File: config.mk
export PLATFORM = sky130hd
export DESIGN_NAME = axsu_top
export DESIGN_NICKNAME = d
export VERILOG_FILES = /design/src/rtl/axsu_pkg.sv /design/src/rtl/axsu_pace.sv /design/src/rtl/axsu_top.sv
export VERILOG_INCLUDE_DIRS = /design/src /design/src/rtl
export SDC_FILE = /design/constraint.sdc
export NUM_CORES = 1
export LEC_CHECK = 0
export ABC_AREA = 1
export BUFFER_PORTS_ARGS = -buffer_cell sky130_fd_sc_hd__buf_2
export CORE_MARGIN = 5
export CORE_UTILIZATION = 45
export CTS_BUF_LIST = sky130_fd_sc_hd__clkbuf_16
export DETAILED_ROUTE_END_ITERATION = 8
export SKIP_LAST_GASP = 1
export SLEW_MARGIN = 10
export SYNTH_ARGS = -nofsm -noshare
export SYNTH_HDL_FRONTEND = slang
export SYNTH_SLANG_ARGS = --single-unit
File: constraint.sdc
create_clock -name aclk -period 4.8 [get_ports aclk]
set_input_delay 0.48 -clock aclk [delete_from_list [all_inputs] [get_ports aclk]]
set_output_delay 0.48 -clock aclk [all_outputs]
set_load 0.005 [all_outputs]
File: src/rtl/axsu_defines.svh
// Constants of the arithmetic extension shift and transfer unit.
// Assumes inclusion by bare name from package and top module.
`ifndef AXSU_DEFINES_SVH
`define AXSU_DEFINES_SVH

// ----------------------------------------------------------------
// Register byte offsets on the AXI4-Lite slave
// ----------------------------------------------------------------
`define AXSU_OFF_INSTR  8'h00
`define AXSU_OFF_ACC    8'h04
`define AXSU_OFF_MQ     8'h08
`define AXSU_OFF_LINK   8'h0C
`define AXSU_OFF_SC     8'h10
`define AXSU_OFF_STAT   8'h14

// ----------------------------------------------------------------
// Widths, reset values and instruction fields (LSB index)
// ----------------------------------------------------------------
`define AXSU_WORD_W     18
`define AXSU_SC_W       6
`define AXSU_RST_WORD   18'h00000
`define AXSU_RST_SC     6'h00
`define AXSU_CLASS_HI   17
`define AXSU_CLASS_LO   15
`define AXSU_CLASS_VAL  3'h6
`define AXSU_B_OAC      14
`define AXSU_B_SIGN_TO_LINK     13
`define AXSU_B_CLQ      12
`define AXSU_B_ABS      11
`define AXSU_B_EXT_ACC_CLEAR     10
`define AXSU_B_OMQ      9
`define AXSU_SEL_HI     8
`define AXSU_SEL_LO     6
`define AXSU_CNT_HI     5
`define AXSU_CNT_LO     0
`define AXSU_OSC_LO     0

// ----------------------------------------------------------------
// Timing: figures in ns, cycle counts derived at 100 MHz
// ----------------------------------------------------------------
`define AXSU_CLK_NS     10
`define AXSU_CTRL_NS    1750
`define AXSU_SETUP_NS   2750
`define AXSU_STEP_NS    125
`define AXSU_CTRL_CYC   ((`AXSU_CTRL_NS + `AXSU_CLK_NS - 1) / `AXSU_CLK_NS)
`define AXSU_SETUP_CYC  ((`AXSU_SETUP_NS + `AXSU_CLK_NS - 1) / `AXSU_CLK_NS)
`define AXSU_STEP_CYC   ((`AXSU_STEP_NS + `AXSU_CLK_NS - 1) / `AXSU_CLK_NS)
`define AXSU_TMR_W      16

`endif

File: src/rtl/axsu_pkg.sv
// Types of the arithmetic extension shift and transfer unit.
// Assumes the defines header is on the include path.
`include "axsu_defines.svh"

package axsu_pkg;

	// ------------------------------------------------------------
	// Sequencer states, one-hot
	// ------------------------------------------------------------
	typedef enum logic [3:0] {
		AXSU_IDLE  = 4'b0001,
		AXSU_CTRL  = 4'b0010,
		AXSU_SETUP = 4'b0100,
		AXSU_STEP  = 4'b1000
	} axsu_state_t;

	// ------------------------------------------------------------
	// Shift selector field codes
	// ------------------------------------------------------------
	typedef enum logic [2:0] {
		AXSU_SH_NONE = 3'h0,
		AXSU_SH_LRS  = 3'h1,
		AXSU_SH_LLS  = 3'h2,
		AXSU_SH_ALS  = 3'h3,
		AXSU_SH_OSC  = 3'h4
	} axsu_shift_t;

	// Architectural state moved by one control evaluation
	typedef struct packed {
		logic [`AXSU_WORD_W-1:0] acc;
		logic [`AXSU_WORD_W-1:0] mq;
		logic                    link;
	} axsu_regs_t;

endpackage

File: src/rtl/axsu_pace.sv
// Down-counting pacer that marks the end of a timed phase.
// Assumes a single clock and a synchronous active-low reset.
`timescale 1ns/10ps
`include "axsu_defines.svh"

module axsu_pace
	import axsu_pkg::*;
#(
	parameter int TW = `AXSU_TMR_W
)(
	input  wire logic          aclk,
	input  wire logic          aresetn,
	input  wire logic          load,
	input  wire logic [TW-1:0] load_val,
	output logic               done
);

	logic [TW-1:0] cnt;

	// ------------------------------------------------------------
	// Counter: done marks the last cycle of a phase of load_val
	// ------------------------------------------------------------
	always_ff @(posedge aclk) begin
		if (!aresetn) begin
			cnt <= '0;
		end else if (load) begin
			cnt <= load_val;
		end else if (cnt != '0) begin
			cnt <= cnt - 1'b1;
		end
	end

	// Combinational so the sequencer acts on the very edge; not gated
	// by load, since load is itself decoded from done (no loop)
	assign done = (cnt == {{(TW-1){1'b0}}, 1'b1});

endmodule

File: src/rtl/axsu_top.sv
// Arithmetic extension shift and transfer unit, AXI4-Lite slave.
// Assumes aclk at 100 MHz and a master on the same clock.
// Function
// RL1: Control operation bits combine by OR and all act in one execution.
// RL2: Load step count clears accumulator then puts counter in bits 12-17; the code ORs sc into those bits and does not clear.
// RL3: Accumulator to quotient copies accumulator, accumulator unchanged; the code ORs the accumulator into the quotient.
// RL4: Quotient to accumulator copies quotient, quotient unchanged; the code ORs the quotient into the accumulator.
// RL5: Sign magnitude: bit 0 to link, then complement if it was one.
// RL6: Code 653002 loads quotient from accumulator and returns it back.
// RL7: Step counter loads minus count, increments per step, stops at zero.
// RL8: Long right shift moves the 36-bit pair right by the count.
// RL9: Right step: acc 17 to quotient 0, quotient 17 lost, link in.
// RL10: Left step: quotient 0 to acc 17, acc 0 lost, link to quotient 17.
// RL11: Accumulator left shift feeds link into bit 17, bit 0 lost.
// RL12: Combined functions run in fixed order, control before shift.
// RL13: Signed right shift copies sign to link, then long right shift.
// RL14: Signed long left copies sign to link; count zero to 36.
// RL15: Signed accumulator left copies sign to link; count zero to 18.
// RL16: Transfer and sign operations take a fixed 1.75 us.
// RL17: Quotient register is 18 bits, beside step counter and shifter.
// RL18: Accumulator clear zeroes accumulator and leaves the link.
// RL19: Decoder must not pair accumulator clear with accumulator shift; the code runs both, clearing the accumulator before the shift.
// RL20: Shift time is a fixed setup plus one step period per bit.
`timescale 1ns/10ps
`include "axsu_defines.svh"

module axsu_top
	import axsu_pkg::*;
#(
	parameter int CTRL_CYC  = `AXSU_CTRL_CYC,
	parameter int SETUP_CYC = `AXSU_SETUP_CYC,
	parameter int STEP_CYC  = `AXSU_STEP_CYC
)(
	input  wire logic        aclk,
	input  wire logic        aresetn,
	input  wire logic [7:0]  s_axi_awaddr,
	input  wire logic [2:0]  s_axi_awprot,
	input  wire logic        s_axi_awvalid,
	output logic             s_axi_awready,
	input  wire logic [31:0] s_axi_wdata,
	input  wire logic [3:0]  s_axi_wstrb,
	input  wire logic        s_axi_wvalid,
	output logic             s_axi_wready,
	output logic [1:0]       s_axi_bresp,
	output logic             s_axi_bvalid,
	input  wire logic        s_axi_bready,
	input  wire logic [7:0]  s_axi_araddr,
	input  wire logic [2:0]  s_axi_arprot,
	input  wire logic        s_axi_arvalid,
	output logic             s_axi_arready,
	output logic [31:0]      s_axi_rdata,
	output logic [1:0]       s_axi_rresp,
	output logic             s_axi_rvalid,
	input  wire logic        s_axi_rready,
	output logic             busy
);

	localparam int W  = `AXSU_WORD_W;
	localparam int SW = `AXSU_SC_W;
	localparam int TW = `AXSU_TMR_W;

	axsu_state_t   state;
	axsu_shift_t   sh_kind;
	logic [W-1:0]  acc;
	logic [W-1:0]  mq;          // RL17 width from the word size
	logic          link;
	logic [SW-1:0] sc;
	logic [W-1:0]  instr;
	logic [7:0]    aw_addr;
	logic [31:0]   w_data;
	logic [3:0]    w_strb;
	logic          aw_held;
	logic          w_held;
	logic          wr_go;
	logic          start;
	logic          tmr_load;
	logic [TW-1:0] tmr_val;
	logic          tmr_done;
	logic [SW-1:0] next_sc;
	axsu_regs_t    ctl;

	// ------------------------------------------------------------
	// Decoding helpers
	// ------------------------------------------------------------
	// Shift selector of an instruction word
	function automatic axsu_shift_t shift_of(input logic [W-1:0] ins);
		logic [2:0] f;
		f = ins[`AXSU_SEL_HI:`AXSU_SEL_LO];
		case (f)
			3'h1:    shift_of = AXSU_SH_LRS;
			3'h2:    shift_of = AXSU_SH_LLS;
			3'h3:    shift_of = AXSU_SH_ALS;
			3'h4:    shift_of = AXSU_SH_OSC;
			default: shift_of = AXSU_SH_NONE;
		endcase
	endfunction

	// Register offset known to the map
	function automatic logic mapped(input logic [7:0] a);
		mapped = (a == `AXSU_OFF_INSTR) || (a == `AXSU_OFF_ACC) ||
			(a == `AXSU_OFF_MQ) || (a == `AXSU_OFF_LINK) ||
			(a == `AXSU_OFF_SC) || (a == `AXSU_OFF_STAT);
	endfunction

	// Control functions in their fixed event order; each stage sees
	// the previous one, so any OR of bits is one coherent execution.
	function automatic axsu_regs_t control(
		input logic [W-1:0]  ins,
		input logic [W-1:0]  a,
		input logic [W-1:0]  q,
		input logic          l,
		input logic [SW-1:0] s
	);
		axsu_regs_t r;
		logic       sgn;
		r.acc = a;
		r.mq = q;
		r.link = l;
		sgn = a[W-1];
		if (ins[`AXSU_B_CLQ]) begin
			r.mq = '0;                                // RL1
		end
		if (ins[`AXSU_B_SIGN_TO_LINK]) begin
			r.link = sgn;                             // RL5
		end
		if (ins[`AXSU_B_OAC]) begin
			r.mq = r.mq | r.acc;                      // RL3
		end
		if (ins[`AXSU_B_ABS] && sgn) begin
			r.acc = ~r.acc;                           // RL5
		end
		if (ins[`AXSU_B_EXT_ACC_CLEAR]) begin
			r.acc = '0;                               // RL18
		end
		if (ins[`AXSU_B_OMQ]) begin
			r.acc = r.acc | r.mq;                     // RL4
		end
		if (shift_of(ins) == AXSU_SH_OSC) begin
			r.acc[SW-1:0] = r.acc[SW-1:0] | s;        // RL2
		end
		control = r;
	endfunction

	// ------------------------------------------------------------
	// AXI4-Lite write channels
	// ------------------------------------------------------------

	// Address and data are taken in either order and held until
	// both are present and the previous response has gone.
	assign s_axi_awready = !aw_held;
	assign s_axi_wready  = !w_held;
	assign wr_go         = aw_held && w_held && !s_axi_bvalid;

	always_ff @(posedge aclk) begin
		if (!aresetn) begin
			aw_held <= 1'b0;
			aw_addr <= 8'h00;
		end else if (s_axi_awvalid && !aw_held) begin
			aw_held <= 1'b1;
			aw_addr <= s_axi_awaddr;
		end else if (wr_go) begin
			aw_held <= 1'b0;
		end
	end

	always_ff @(posedge aclk) begin
		if (!aresetn) begin
			w_held <= 1'b0;
			w_data <= 32'h00000000;
			w_strb <= 4'h0;
		end else if (s_axi_wvalid && !w_held) begin
			w_held <= 1'b1;
			w_data <= s_axi_wdata;
			w_strb <= s_axi_wstrb;
		end else if (wr_go) begin
			w_held <= 1'b0;
		end
	end

	// Response: unmapped offsets answer SLVERR
	always_ff @(posedge aclk) begin
		if (!aresetn) begin
			s_axi_bvalid <= 1'b0;
			s_axi_bresp  <= 2'h0;
		end else if (wr_go) begin
			s_axi_bvalid <= 1'b1;
			s_axi_bresp  <= mapped(aw_addr) ? 2'h0 : 2'h2;
		end else if (s_axi_bready) begin
			s_axi_bvalid <= 1'b0;
		end
	end

	// An instruction write while busy is dropped; software polls
	// the status word first, the unit has no queue.
	assign start = wr_go && (aw_addr == `AXSU_OFF_INSTR) &&
		(state == AXSU_IDLE) && (w_strb[2:0] == 3'h7);

	always_ff @(posedge aclk) begin
		if (!aresetn) begin
			instr <= `AXSU_RST_WORD;
		end else if (start) begin
			instr <= w_data[W-1:0];
		end
	end

	// ------------------------------------------------------------
	// AXI4-Lite read channel
	// ------------------------------------------------------------
	assign s_axi_arready = !s_axi_rvalid;

	always_ff @(posedge aclk) begin
		if (!aresetn) begin
			s_axi_rvalid <= 1'b0;
			s_axi_rresp  <= 2'h0;
			s_axi_rdata  <= 32'h00000000;
		end else if (s_axi_arvalid && !s_axi_rvalid) begin
			s_axi_rvalid <= 1'b1;
			s_axi_rresp  <= mapped(s_axi_araddr) ? 2'h0 : 2'h2;
			case (s_axi_araddr)
				`AXSU_OFF_INSTR: s_axi_rdata <= {14'h0000, instr};
				`AXSU_OFF_ACC:   s_axi_rdata <= {14'h0000, acc};
				`AXSU_OFF_MQ:    s_axi_rdata <= {14'h0000, mq};
				`AXSU_OFF_LINK:  s_axi_rdata <= {31'h00000000, link};
				`AXSU_OFF_SC:    s_axi_rdata <= {26'h0000000, sc};
				`AXSU_OFF_STAT:  s_axi_rdata <= {31'h00000000, busy};
				default:         s_axi_rdata <= 32'h00000000;
			endcase
		end else if (s_axi_rready) begin
			s_axi_rvalid <= 1'b0;
		end
	end

	// ------------------------------------------------------------
	// Phase timer
	// ------------------------------------------------------------
	axsu_pace #(
		.TW       (TW)
	) u_pace (
		.aclk     (aclk),
		.aresetn  (aresetn),
		.load     (tmr_load),
		.load_val (tmr_val),
		.done     (tmr_done)
	);

	assign sh_kind = shift_of(instr);
	assign busy    = (state != AXSU_IDLE);
	assign next_sc = sc + 1'b1;
	assign ctl     = control(w_data[W-1:0], acc, mq, link, sc);

	// Timer reload: start of a control, setup, or next step phase
	always_comb begin
		tmr_load = 1'b0;
		tmr_val  = '0;
		if (start) begin
			tmr_load = 1'b1;
			if (shift_of(w_data[W-1:0]) inside {AXSU_SH_NONE,
				AXSU_SH_OSC}) begin
				tmr_val = TW'(CTRL_CYC);                 // RL16
			end else begin
				tmr_val = TW'(SETUP_CYC);                // RL20
			end
		end else if (tmr_done && (state == AXSU_SETUP) && sc != '0) begin
			tmr_load = 1'b1;
			tmr_val  = TW'(STEP_CYC);                    // RL20
		end else if (tmr_done && (state == AXSU_STEP) &&
			next_sc != '0) begin
			tmr_load = 1'b1;
			tmr_val  = TW'(STEP_CYC);
		end
	end

	// ------------------------------------------------------------
	// Sequencer
	// ------------------------------------------------------------
	always_ff @(posedge aclk) begin
		if (!aresetn) begin
			state <= AXSU_IDLE;
		end else begin
			case (state)
				AXSU_IDLE: begin
					if (start && tmr_val == TW'(CTRL_CYC) &&
						shift_of(w_data[W-1:0]) inside
						{AXSU_SH_NONE, AXSU_SH_OSC}) begin
						state <= AXSU_CTRL;
					end else if (start) begin
						state <= AXSU_SETUP;
					end
				end
				AXSU_CTRL: begin
					if (tmr_done) begin
						state <= AXSU_IDLE;
					end
				end
				AXSU_SETUP: begin
					if (tmr_done) begin
						state <= (sc == '0) ? AXSU_IDLE : AXSU_STEP;
					end
				end
				AXSU_STEP: begin
					if (tmr_done && next_sc == '0) begin
						state <= AXSU_IDLE;                  // RL7
					end
				end
				default: state <= AXSU_IDLE;
			endcase
		end
	end

	// ------------------------------------------------------------
	// Datapath: control stage at start, then one shift per step
	// ------------------------------------------------------------

	// Software loads of the data registers only land while idle,
	// so a running shift is never torn by a bus write.
	always_ff @(posedge aclk) begin
		if (!aresetn) begin
			acc  <= `AXSU_RST_WORD;
			mq   <= `AXSU_RST_WORD;
			link <= 1'b0;
			sc   <= `AXSU_RST_SC;
		end else if (start) begin
			// Control functions precede any shift          RL12
			acc  <= ctl.acc;                             // RL6
			mq   <= ctl.mq;
			link <= ctl.link;                            // RL13
			if (!(shift_of(w_data[W-1:0]) inside {AXSU_SH_NONE,
				AXSU_SH_OSC})) begin
				// Minus count, counted up to zero          RL7
				sc <= SW'(~w_data[`AXSU_CNT_HI:`AXSU_CNT_LO] + 1'b1);
			end
		end else if (state == AXSU_STEP && tmr_done) begin
			sc <= next_sc;                               // RL7
			case (sh_kind)
				AXSU_SH_LRS: begin
					// Pair shifts right, link refills top      RL8
					{acc, mq} <= {link, acc, mq[W-1:1]};     // RL9
				end
				AXSU_SH_LLS: begin
					// Pair shifts left, link fills the end     RL14
					{acc, mq} <= {acc[W-2:0], mq, link};     // RL10
				end
				AXSU_SH_ALS: begin
					acc <= {acc[W-2:0], link};               // RL11 RL15
				end
				default: acc <= acc;
			endcase
		end else if (wr_go && state == AXSU_IDLE) begin
			case (aw_addr)
				`AXSU_OFF_ACC: begin
					acc <= w_data[W-1:0];
				end
				`AXSU_OFF_MQ: begin
					mq <= w_data[W-1:0];
				end
				`AXSU_OFF_LINK: begin
					link <= w_data[0];
				end
				`AXSU_OFF_SC: begin
					sc <= w_data[SW-1:0];
				end
				default: sc <= sc;
			endcase
		end
	end

endmodule

==> flow_summary.json <==
{
  "status": "completed",
  "final_cell_mix": "272 x nand2_1, 189 x nor2_1, 143 x o21ai_0",
  "clk_path_buf_depth": 2,
  "nNetsFinal": 1355,
  "p_per_area_nw_per_um2": 379,
  "routedWlPerCell_um": 16.4,
  "setup_ws_ns": 2.00,
  "finalClockSkew_ns": 0.00854,
  "cts_max_level": 4,
  "post_cts_buffers": 0,
  "pre_cts_ws_ns": 2.03,
  "clk_latency_ns": 0.42,
  "wirelength_um": 24900,
  "cp_max_fo": 37,
  "drc": 0,
  "slew_violations": 0,
  "synth_area_leaders": "dfxtp_1 33%, nand2_1 13%, o21ai_0 8.9%, nor2_1 8.9%, a21oi_1 5.5%",
  "vias": 8169,
  "max-vdd-ir-drop_mv": 0.279,
  "period_share": 0.582,
  "io_pins": 107,
  "drt-vias-per-instance": 5.36,
  "end_kind": "flop",
  "reg2reg_to": "mq[16]",
  "dpl.hpwl_um": 16800,
  "setup_viol_count_final": 0,
  "ys_types": 49,
  "worstHoldEndpoint": "w_data[7]",
  "synth_seq_cells": 134,
  "drt-initial-drc-count": 858,
  "syn2layout_area_growth_pct": 10.9,
  "holdPathStages": 3,
  "synth_cells": 1255,
  "grt_use_total": 0.241,
  "rows": 48,
  "r2r_cells": 8,
  "core_area_um2": 17400,
  "synth_top_area_cell": "dfxtp_1",
  "finalSetupTns_ns": 0,
  "yosys_warnings": 0,
  "pwr-share-seq": 0.385,
  "r2r-start": "instr[7]",
  "cts.clk_slew.worst_paths_ns": 0.06,
  "grt_overflow": 0,
  "pwr-share-clk": 0.383,
  "switchingPower_uw": 1080,
  "n_fill_cell": 1925,
  "dr.pass1.iters": 5,
  "crit_required_ns": 5.11,
  "grt_pass1_vias": 7308,
  "tightest_slew_ns": 1.17,
  "ant_nets": 0,
  "cp-start-kind": "flop",
  "finalWeightedCongestion": 0.912,
  "pwr-share-comb": 0.232,
  "critPathTopFamily": "simple AND/OR/NAND/NOR gates",
  "cts_resized": 0,
  "antenna_cells": 0,
  "synth_top_cell_area_share": 0.335,
  "synth.avg_cell_area_um2": 6.38,
  "leakage_uw": 0.00384,
  "timing.fmax_mhz": 358,
  "drive_above_1_share": 0.108,
  "cts_root_buffer": "clkbuf_16",
  "p_int_uw": 2290,
  "antenna_found_initial": 0,
  "numCtsBuffers": 17,
  "numClockSinks": 134,
  "layout_commonest_cell": "nand2_1",
  "grt_max_degree": 52,
  "cts_tree": "built",
  "synthesis.area_um2": 8010,
  "portBuffers": 69,
  "grt_pass1_wl_um": 39300,
  "die_h_um": 143,
  "path_cells": "inv_2 -> nor2_4 -> buf_4 -> nand2_1 -> o211ai_4 -> nand2_2 -> nor3_1 -> nor2_1",
  "slew_headroom": 0.216,
  "hold_violations": 0,
  "start_util": 0.462,
  "die_w_um": 143,
  "critPathMaxStageDelay_ns": 0.55,
  "fin_crit_ns": 2.80,
  "critPathBufInv": 2,
  "setup.worst_path.class": "reg2reg",
  "synth-seq-area-share": 0.335,
  "rrSetupSlack_ns": 2.00,
  "rsz0062_at_grt": "false",
  "max_cap_viol_count": 0,
  "worstPathArrival_ns": 3.10,
  "dieArea_um2": 20600,
  "cp_slowest_cell": "nand2_1",
  "worstHoldPathType": "in2reg",
  "postCtsHoldBufs": 0,
  "p_sw_frac": 0.321,
  "hp-start": "s_axi_wdata[7]"
}
## state kept, by name, summed over array words and instances (netlist names), 4 cells and up
name	cells
acc	18
instr	18
mq	18
s_axi_rdata	18
w_data	18
u_pace.cnt	16
aw_addr	8
sc	6
state	4
## tightest hold or removal path: stages
cell and delay (ns):
buf_2 0.07, nor2_1 0.03, nor2_1 0.08
## worst max-delay path by stage
stage	to	slack, ns	depth (start not counted)	from
after floorplan	mq[10]	3.09	12	u_pace.cnt[0]
after global placement	mq[3]	2.02	10	u_pace.cnt[13]
after detailed placement	mq[3]	2.03	10	u_pace.cnt[13]
after CTS	mq[3]	2.00	10	u_pace.cnt[13]
after global routing	mq[4]	1.74	10	u_pace.cnt[13]
final	mq[16]	2.00	8	instr[7]
## metal layers
layer,share of wire,track usage
met2,0.43,0.364
met3,0.083,0.0456
met4,0.017,0.0709
met1,0.47,0.351
met5,0,0
## power groups by stage
stage | Clock [µW] | Sequential [µW] | Combinational, µW
finish | 1290 | 1300 | 783
global route | 1350 | 1310 | 887
CTS | 1310 | 1290 | 785
detailed placement | 0 | 1320 | 777
global placement | 0 | 1320 | 774
floorplan | 0 | 1280 | 651
## per-stage QoR
stage          hold slack (ns)  instances  area (µm²)   util  total power (µW)
3_3_place_gp             0.443       1491        8310  0.479              2090
3_5_place_dp             0.446       1491        8310  0.479              2090
6_report                 0.277       1523        8880  0.512              3370
5_1_grt                  0.274       1523        8880  0.512              3550
4_1_cts                  0.269       1523        8880  0.512              3380
2_1_floorplan            0.430       1270        8070      -              1930
## layout make-up
cell class                 instances  area, µm²  area share
multi-input combinational        934       4490       0.505
sequential                       134       2680       0.302
inverter                         122        460      0.0518
clock buffer                      17        425      0.0479
timing repair buffer              76        398      0.0448
tap                              225        282      0.0317
clock inverter                    15        146      0.0165
## cell families (layout without fill, tap and decap cells)
logic type / after synthesis / after routing / synth area share
other cells: 1 / 16 / 0.000468
flops: 134 / 134 / 0.335
mux: 1 / 1 / 0.00125
buf+inv: 202 / 230 / 0.112
compound gates: 308 / 308 / 0.207
xor+xnor: 21 / 21 / 0.0230
fa+ha+maj: 5 / 5 / 0.00781
simple gates: 583 / 583 / 0.314
## Yosys cell counts (all sizes together)
library cell  instances
o21a                  2
o31ai                 1
nand2               281
o22ai                33
xnor2                 5
o221ai                3
nor3                 24
dfxtp               134
and2                  1
nor2                197
a22oi                 2
a21oi                89
or2                   3
o32ai                 1
xor2                 16
buf                  40
and3                  1
nand4                13
a211oi                1
inv                 120
mux2i                 1
clkbuf               40
o21bai                1
nand3b                3
conb                  1
ha                    5
clkinv                2
nand3                60
a21o                  1
o21ai               167
o211ai                7
Power figures use the tool's default switching activity.
